$ cat config.mk
export PLATFORM = sky130hd
export DESIGN_NAME = upl_port_line_control
export DESIGN_NICKNAME = d
export VERILOG_FILES = /design/src/logic/upl_pkg.sv /design/src/logic/upl_port_line_control.sv
export VERILOG_INCLUDE_DIRS = /design/src /design/src/logic
export SDC_FILE = /design/constraint.sdc
export NUM_CORES = 1
export LEC_CHECK = 0
export ABC_AREA = 1
export BUFFER_PORTS_ARGS = -buffer_cell sky130_fd_sc_hd__buf_2
export CAP_MARGIN = 20
export CORE_MARGIN = 1.5
export CORE_UTILIZATION = 45
export CTS_BUF_LIST = sky130_fd_sc_hd__clkbuf_4
export DETAILED_ROUTE_END_ITERATION = 16
export PLACE_DENSITY = 0.81
export SLEW_MARGIN = 20
export SYNTH_ARGS = -nofsm -noshare
export SYNTH_HDL_FRONTEND = slang
export SYNTH_SLANG_ARGS = --single-unit
$ cat constraint.sdc
create_clock -name core_clk -period 1 [get_ports core_clk]
set_input_delay 0.2 -clock core_clk [delete_from_list [all_inputs] [get_ports core_clk]]
set_output_delay 0.2 -clock core_clk [all_outputs]
set_load 0.1 [all_outputs]
$ cat src/logic/upl_cfg.svh
// constants for the port line control block
`ifndef UPL_CFG_SVH
`define UPL_CFG_SVH
`define UPL_PORT_CTRL_ADDR 8'h05
`define UPL_PORT_CTRL_RESET 8'h00
`define UPL_BIT_SUSPEND 6
`define UPL_BIT_SPEED 5
`define UPL_BIT_FORCE 4
`define UPL_BIT_ENG_RST 3
`define UPL_BIT_RSVD2 2
`define UPL_BIT_SOF_EN 0
`define UPL_RD_MASK 8'h7D
`endif

$ cat src/logic/upl_pkg.sv
// types for the port line control block
`default_nettype none
package upl_pkg;
  typedef enum logic [1:0] {
    UPL_LINE_IDLE = 2'b00,
    UPL_LINE_SE0 = 2'b01,
    UPL_LINE_J = 2'b10,
    UPL_LINE_K = 2'b11
  } upl_line_t;
  typedef enum logic [0:0] {
    UPL_RUN = 1'b0,
    UPL_SUSP = 1'b1
  } upl_pwr_t;
endpackage
`default_nettype wire

$ cat src/logic/upl_port_line_control.sv
// port control register with suspend, speed, forced line states and frame gating
// Functional notes
// - suspend powers transceiver, ram, clocks down
// - bus activity while suspended resumes operation
// - speed bit: 0 full, 1 low; resets 0
// - force 0: engine reset drives se0
// - force 1: J or K by reset bit
// - forced J and K levels do not depend on speed
// - register cleared to zero at power-up
// - suspend retargets detect enable to resume
`timescale 1ns/1ps
`default_nettype none
`include "upl_cfg.svh"
module upl_port_line_control (
  input wire logic core_clk,
  input wire logic rstn,
  input wire logic cpu_cs_n,
  input wire logic cpu_wr_n,
  input wire logic cpu_rd_n,
  input wire logic address_select_line,
  input wire logic [7:0] cpu_wdata,
  output logic [7:0] cpu_rdata,
  input wire logic [7:0] reg_addr,
  input wire logic line_dp_in,
  input wire logic line_dm_in,
  input wire logic detect_int_en,
  input wire logic sof_token_req,
  output logic sof_token_out,
  output logic line_dp_out,
  output logic line_dm_out,
  output logic line_oe,
  output logic tx_power_down,
  output logic ram_suspend,
  output logic clk_gate_off,
  output logic low_speed,
  output logic resume_int_en,
  output logic detect_en
);
  logic [7:0] ctrl;
  upl_pkg::upl_pwr_t pwr;
  upl_pkg::upl_line_t line_mode;
  logic wr_strobe;
  logic wr_hit;
  logic bus_activity;
  logic cpu_wake;

  // one data-phase write; the address register is kept outside this block
  assign wr_strobe = !cpu_cs_n && !cpu_wr_n && address_select_line;
  assign wr_hit = wr_strobe && (reg_addr == `UPL_PORT_CTRL_ADDR);
  // only a K level for the current speed counts as activity; J and se0 do not
  assign bus_activity = line_dp_in != line_dm_in ? (line_dm_in != ctrl[`UPL_BIT_SPEED]) : 1'b0;
  assign cpu_wake = wr_strobe;

  always_ff @(posedge core_clk or negedge rstn)
  begin
    if (!rstn)
      ctrl <= `UPL_PORT_CTRL_RESET;
    else if (wr_hit)
      ctrl <= cpu_wdata;
    else if (pwr == upl_pkg::UPL_SUSP && (bus_activity || cpu_wake))
      ctrl[`UPL_BIT_SUSPEND] <= 1'b0;
  end

  // suspend state follows the bit; a write while suspended exits first
  always_ff @(posedge core_clk or negedge rstn)
  begin
    if (!rstn)
      pwr <= upl_pkg::UPL_RUN;
    else
      case (pwr)
        upl_pkg::UPL_RUN:
          if (ctrl[`UPL_BIT_SUSPEND] && !wr_strobe)
            pwr <= upl_pkg::UPL_SUSP;
        upl_pkg::UPL_SUSP:
          if (bus_activity || cpu_wake)
            pwr <= upl_pkg::UPL_RUN;
        default:
          pwr <= upl_pkg::UPL_RUN;
      endcase
  end

  assign tx_power_down = (pwr == upl_pkg::UPL_SUSP);
  assign ram_suspend = (pwr == upl_pkg::UPL_SUSP);
  assign clk_gate_off = (pwr == upl_pkg::UPL_SUSP);
  assign low_speed = ctrl[`UPL_BIT_SPEED];

  always_comb
  begin
    case ({ctrl[`UPL_BIT_FORCE], ctrl[`UPL_BIT_ENG_RST]})
      2'b00: line_mode = upl_pkg::UPL_LINE_IDLE;
      2'b01: line_mode = upl_pkg::UPL_LINE_SE0;
      2'b10: line_mode = upl_pkg::UPL_LINE_J;
      2'b11: line_mode = upl_pkg::UPL_LINE_K;
      default: line_mode = upl_pkg::UPL_LINE_IDLE;
    endcase
  end

  // levels fixed by code; at low speed code J shows as a low speed K and K as J
  // the polarity swap that low speed devices need sits outside this block
  always_ff @(posedge core_clk or negedge rstn)
  begin
    if (!rstn)
    begin
      line_dp_out <= 1'b0;
      line_dm_out <= 1'b0;
      line_oe <= 1'b0;
    end
    else
    begin
      line_oe <= (line_mode != upl_pkg::UPL_LINE_IDLE) && (pwr == upl_pkg::UPL_RUN);
      case (line_mode)
        upl_pkg::UPL_LINE_SE0:
        begin
          line_dp_out <= 1'b0;
          line_dm_out <= 1'b0;
        end
        upl_pkg::UPL_LINE_J:
        begin
          line_dp_out <= 1'b1;
          line_dm_out <= 1'b0;
        end
        upl_pkg::UPL_LINE_K:
        begin
          line_dp_out <= 1'b0;
          line_dm_out <= 1'b1;
        end
        default:
        begin
          line_dp_out <= 1'b0;
          line_dm_out <= 1'b0;
        end
      endcase
    end
  end

  // frame generation keeps running upstream; only the token is gated
  always_ff @(posedge core_clk or negedge rstn)
  begin
    if (!rstn)
      sof_token_out <= 1'b0;
    else
      sof_token_out <= sof_token_req && ctrl[`UPL_BIT_SOF_EN] && (pwr == upl_pkg::UPL_RUN);
  end

  assign resume_int_en = detect_int_en && ctrl[`UPL_BIT_SUSPEND];
  assign detect_en = detect_int_en && !ctrl[`UPL_BIT_SUSPEND];

  // bit 2 reads back but steers nothing
  always_ff @(posedge core_clk or negedge rstn)
  begin
    if (!rstn)
      cpu_rdata <= 8'h00;
    else if (!cpu_cs_n && !cpu_rd_n && reg_addr == `UPL_PORT_CTRL_ADDR)
      cpu_rdata <= ctrl & `UPL_RD_MASK;
    else
      cpu_rdata <= 8'h00;
  end

  a_reset_clear: assert property (@(posedge core_clk) $rose(rstn) |-> ctrl == 8'h00)
    else $error("control not cleared at reset");
  a_se0_drive: assert property (@(posedge core_clk) disable iff (!rstn)
    (line_mode == upl_pkg::UPL_LINE_SE0 && pwr == upl_pkg::UPL_RUN) ##1
    $stable(ctrl) |-> line_oe && !line_dp_out && !line_dm_out)
    else $error("se0 not driven");
  a_force_j: assert property (@(posedge core_clk) disable iff (!rstn)
    (line_mode == upl_pkg::UPL_LINE_J) |=> line_dp_out && !line_dm_out)
    else $error("forced j level wrong");
  a_force_k: assert property (@(posedge core_clk) disable iff (!rstn)
    (line_mode == upl_pkg::UPL_LINE_K) |=> !line_dp_out && line_dm_out)
    else $error("forced k level wrong");
  a_wake_bus: assert property (@(posedge core_clk) disable iff (!rstn)
    (pwr == upl_pkg::UPL_SUSP && bus_activity && !wr_hit) |=> pwr == upl_pkg::UPL_RUN)
    else $error("no resume on bus activity");
  a_wake_cpu: assert property (@(posedge core_clk) disable iff (!rstn)
    (pwr == upl_pkg::UPL_SUSP && cpu_wake) |=> !tx_power_down)
    else $error("no resume on data write");
  a_sof_gate: assert property (@(posedge core_clk) disable iff (!rstn)
    sof_token_out |-> $past(ctrl[0]) && $past(sof_token_req))
    else $error("frame token leaked");
  a_rsvd_read: assert property (@(posedge core_clk) disable iff (!rstn)
    cpu_rdata[7] == 1'b0 && cpu_rdata[1] == 1'b0)
    else $error("reserved bits read nonzero");
  a_suspend_down: assert property (@(posedge core_clk) disable iff (!rstn)
    (ctrl[6] && pwr == upl_pkg::UPL_RUN && !wr_strobe) |=> tx_power_down && clk_gate_off)
    else $error("suspend did not power down");
  a_detect_sel: assert property (@(posedge core_clk) disable iff (!rstn)
    !(resume_int_en && detect_en) && (detect_int_en == (resume_int_en || detect_en)))
    else $error("detect enable routing wrong");
  a_reset_outputs: assert property (@(posedge core_clk) $rose(rstn) |->
    !line_oe && !sof_token_out && cpu_rdata == 8'h00)
    else $error("outputs not cleared at reset");
  a_speed_write: assert property (@(posedge core_clk) disable iff (!rstn)
    wr_hit |=> low_speed == $past(cpu_wdata[`UPL_BIT_SPEED]))
    else $error("speed bit not written");
  a_idle_release: assert property (@(posedge core_clk) disable iff (!rstn)
    (line_mode == upl_pkg::UPL_LINE_IDLE) |=> !line_oe)
    else $error("line driven in normal mode");
  a_tx_quiet: assert property (@(posedge core_clk) disable iff (!rstn)
    (pwr == upl_pkg::UPL_SUSP) |=> !line_oe)
    else $error("line driven while suspended");
  a_sof_pass: assert property (@(posedge core_clk) disable iff (!rstn)
    (ctrl[`UPL_BIT_SOF_EN] && sof_token_req && pwr == upl_pkg::UPL_RUN) |=> sof_token_out)
    else $error("frame token dropped");
  a_sof_suspend: assert property (@(posedge core_clk) disable iff (!rstn)
    (pwr == upl_pkg::UPL_SUSP) |=> !sof_token_out)
    else $error("frame token sent while suspended");
  a_wake_clear: assert property (@(posedge core_clk) disable iff (!rstn)
    (pwr == upl_pkg::UPL_SUSP && (bus_activity || cpu_wake) && !wr_hit) |=>
    !ctrl[`UPL_BIT_SUSPEND])
    else $error("suspend bit not cleared on wake");
endmodule
`default_nettype wire

; Word-level counts from Yosys, hierarchy flattened
; Cells that the tools add are included.
[totals]
register_bits = 20
in_bits = 26
output_inout_bits = 18
elab_cells = 48
[classes]
n_eq_ne = 8
n_mux = 10
bitwise = 1
n_reduce_logical = 21
[op_table]
columns = operator, count
row1 = $logic_and A1 B1 Y1, 12
row2 = $eq A2 B2 Y1 const B, 4
row3 = $eq A8 B3 Y1 const B, 1
row4 = $pmux W2 S4, 1
row5 = $mux W1, 7
row6 = $mux W7, 1
row7 = $logic_not A1 Y1, 5
row8 = $reduce_bool A2 Y1, 2
row9 = $eq A2 B1 Y1 const B, 1
row10 = $logic_not A2 Y1, 1
row11 = $ne A1 B1 Y1, 2
row12 = $pmux W1 S2, 1
row13 = $logic_or A1 B1 Y1, 1
row14 = $not A1 Y1, 1

; Longest topological paths before layout
[logic_depth]
ltp_word = 7
depth_mapped = 7
mapped_depth_nobuf = 6

; Worst setup path before layout
; OpenSTA, ideal clock, no wires.
[synth_timing]
path_type = register to output
startpoint = register ctrl[6]
endpoint = output detect_en
arrival_time_ns = 1.669
required_time_ns = 0.800
slack_ns = -0.869
path_stages_with_launch = 2
n_path_buf = 0
path_cell_list = dfrtp_1 -> nor2_1
[synth_via]
elab_chain_cells = 2
[synth_rtl]
columns = item, line_no
row1 = start: declaration, upl_port_line_control.sv:39  ; logic [7:0] ctrl;
row2 = start signal: assignment, upl_port_line_control.sv:57  ; ctrl <= `UPL_PORT_CTRL_RESET;
row3 = start signal: assignment, upl_port_line_control.sv:59  ; ctrl <= cpu_wdata;
row4 = $logic_not A1 Y1, upl_port_line_control.sv:146  ; assign detect_en = detect_int_en && !ctrl[`UPL_BIT_SUSPEND];
row5 = $logic_and A1 B1 Y1, upl_port_line_control.sv:146
row6 = end: declaration, upl_port_line_control.sv:37  ; output logic detect_en
; Every way passes these cells.

; Worst setup path in the final report
[layout_timing]
startpoint = register ctrl[6]
endpoint = output resume_int_en
[layout_via]
elab_chain_cells = 1
[layout_rtl]
columns = item, line_no
row1 = $logic_and A1 B1 Y1, upl_port_line_control.sv:145  ; assign resume_int_en = detect_int_en && ctrl[`UPL_BIT_SUSPEND];
row2 = end: declaration, upl_port_line_control.sv:36  ; output logic resume_int_en,
; Every way passes these cells.

==> impl_metrics.ini <==
[status]
outcome = finished, violations left
violations = negative setup slack

[clocking]
cts_root_buf = clkbuf_4
htreeDepth = 1
path_clk_slew_ns = 0.11
cts_tree = done
insertion_delay_ns = 0.30
numCtsBuffers = 3
cts_sinks = 17
clk_path_buf_depth = 2

[floorplanning]
die_w_um = 45.2
die-area_um2 = 2040
die_height_um = 45.2
row_count = 15
io_pins = 44
fp.coreArea_um2 = 1710
start_util_pct = 47.0

[timing]
worst_slack_ns = -0.310
hold_ws_ns = 0.113
timing.final.crit_share_pct = 131
drv_slew = 0
fin_crit_ns = 1.31
rsz0062_at_grt = yes
setup_viol = 19
hold_viol = 0
fin_worst_skew_ns = 0.00157
max_freq_ghz = 0.764

[critical_path]
slowest_stage = dfrtp_2
critPathKind = flop to output port
worstPathArrival_ns = 1.11
crit_fanout = 3
slowest_delay_ns = 0.45
start_kind = flop
critPathCaptureType = output port
path_cells = nand2_2 > clkinvlp_4 > buf_12
critPathRequiredTime_ns = 0.80

[layout]
final_nets = 163
final_area_um2 = 1400
synthToLayoutAreaGrowth_pct = 74.3
layout-drive-gt1-share_pct = 65.4
antenna_cells = 0

[routing]
m1WireLength_um = 730
first_iter_violations = 29
wire_per_inst_um = 12.1
routed.top_layer = met4
wl_um = 1950
drc = 0
drtPass1Iterations = 4
num_vias = 753
ant_nets = 0
wl_met2_um = 1020
met3_length_um = 97
avgViaCountPerCell = 4.68

[power_and_ir_drop]
ir_drop_mv = 1.18
p_per_area_nw_per_um2 = 1510
p_seq_share_pct = 37.0
p_int_mw = 1.20
p_switching_uw = 909
p_comb_share_pct = 44.3
power_frac_clock_pct = 18.7
p_sw_share_pct = 43.1
leakagePower_nw = 0.680
p_total_mw = 2.11

[synthesis]
synth_top_cell_by_area = dfrtp_1
netlist_area_um2 = 802
synth-xor-area-share_pct = 0
synth_cell_types = 18
synthTopCellsByCount = inv_1, dfrtp_1, nor2_1, nand2_1, nand2_2
synth_top_family_by_area = simple AND/OR/NAND/NOR gates
synth-compound-area-share_pct = 7.02
synthMuxAreaShare_pct = 0
synth_top_area_share_pct = 53.0
ys.flop_type = dfrtp_1
syn-instance-count = 88
synth_most_common_cell = inv_1
syn_area_per_cell_um2 = 9.11
ys_seq_elements = 17
synth-simple-area-share_pct = 24.0
ys_top_cells_by_area = dfrtp_1, inv_1, nand2_2
ys_seq_area_share_pct = 53.0
yosys_warnings = 0
synthAdderAreaFrac_pct = 0
ys_async_sr_fraction_pct = 100
synth_edf_count = 0

[grt]
grt_first_pass_wirelength_um = 3120
grtUsageTotal_pct = 21.7
grt_antenna_before_repair = 0
grt_pass1_vias = 745
grt_max_degree = 18
grt-ovfl-total = 0

[place]
finalWeightedCongestion = 0.761
io_buffers = 39
dpl_cell_area_um2 = 1300
dpl.hpwl_um = 1470

[worst_hold_path]
hold_path_class = input pin to flop

[job]
cap_violations = 0
==> logic make-up after synthesis <==
| family | Yosys count |
|---|---|
| buffers and inverters | 27 |
| flip-flops | 17 |
| other | 1 |
| AND/OR/NAND/NOR | 36 |
| AO/OA/AOI/OAI | 7 |
==> power groups by stage <==
stage          logic (mW)  registers (mW)  clock network (mW)
6_report            0.935           0.780               0.395
2_1_floorplan       0.475           0.933                   0
3_5_place_dp        0.873           0.813                   0
3_3_place_gp        0.860           0.807                   0
5_1_grt             0.965           0.787               0.418
4_1_cts             0.925           0.781               0.392
==> placed cells by master (no fill, tap or decap) <==
cell type,instances
dlygate4sd3_1,1
nand2_1,6
buf_6,3
buf_12,17
buf_2,23
o21ai_2,5
conb_1,2
nor2_2,2
nand3_2,2
a21oi_1,1
clkinvlp_4,2
nand3_1,3
clkbuf_4,3
nand4_1,1
nand3b_1,1
dfrtp_2,11
o21a_1,1
buf_4,4
inv_2,2
inv_1,18
nor2_1,9
dfrtp_1,4
nor2_4,3
nand2_2,9
dfrtp_4,2
inv_4,1
==> per-stage QoR <==
stage               instances  setup TNS [ns]  setup WS, ns  utilization (%)
floorplan                  89          -0.679        -0.127                -
detailed placement        151          -0.201       -0.0319             76.1
CTS                       160           -2.67        -0.315             80.7
finish                    161           -2.74        -0.310             81.8
global route              161           -3.18        -0.341             81.8
global placement          151         -0.0503       -0.0181             76.1
==> path summary, 6_finish.rpt <==
| kind | start | end | slack, ns | depth (start not counted) |
|---|---|---|---|---|
| setup / recovery | ctrl[6] | resume_int_en | -0.31 | 3 |
| min in group asynchronous | rstn | ctrl[4] | 0.32 | 2 |
| setup reg to reg | ctrl[5] | ctrl[6] | -0.17 | 7 |
| hold reg to reg | ctrl[2] | ctrl[2] | 0.50 | 2 |
| hold / removal | sof_token_req | sof_token_out | 0.11 | 3 |
| max in group asynchronous | rstn | ctrl[5] | 0.38 | 2 |
==> worst max-delay path, delay by kind of cell, from the launching register on <==
family	cells	cell delay, ns
buffers and inverters	2	0.27
AND/OR/NAND/NOR	1	0.09
flip-flops	1	0.45
==> flip-flops by register name, indices dropped and copies added, names as in the netlist <==
signal and count:
clk_gate_off 1, line_oe 1, line_dm_out 1, ctrl 6, line_dp_out 1, sof_token_out 1, cpu_rdata 6
==> layer usage <==
metal	vias up	GRT usage, %
li1	350	-
met1	341	23.0
met2	46	38.0
met3	16	4.00
met4	0	15.9
met5	-	0
==> layout make-up <==
type                    count  area [um2]
clock buffers               3        22.5
multi-input cells          45         272
flip-flops and latches     17         447
inverters                  22        88.8
repair buffers             48         529
fillers                   102         310
well taps                  25        31.3
clock inverters             1        7.51
==> repair_timing <==
action / CTS / global route
buffers inserted: 4 / 1
resized for setup: 3 / 4
setup endpoints to repair: 18 / 18
cloned: 0 / 0
pin swaps: 2 / 1
hold endpoints to repair: 17 / 0
hold buffers: 1 / 0
(Power assumes the default switching activity.)
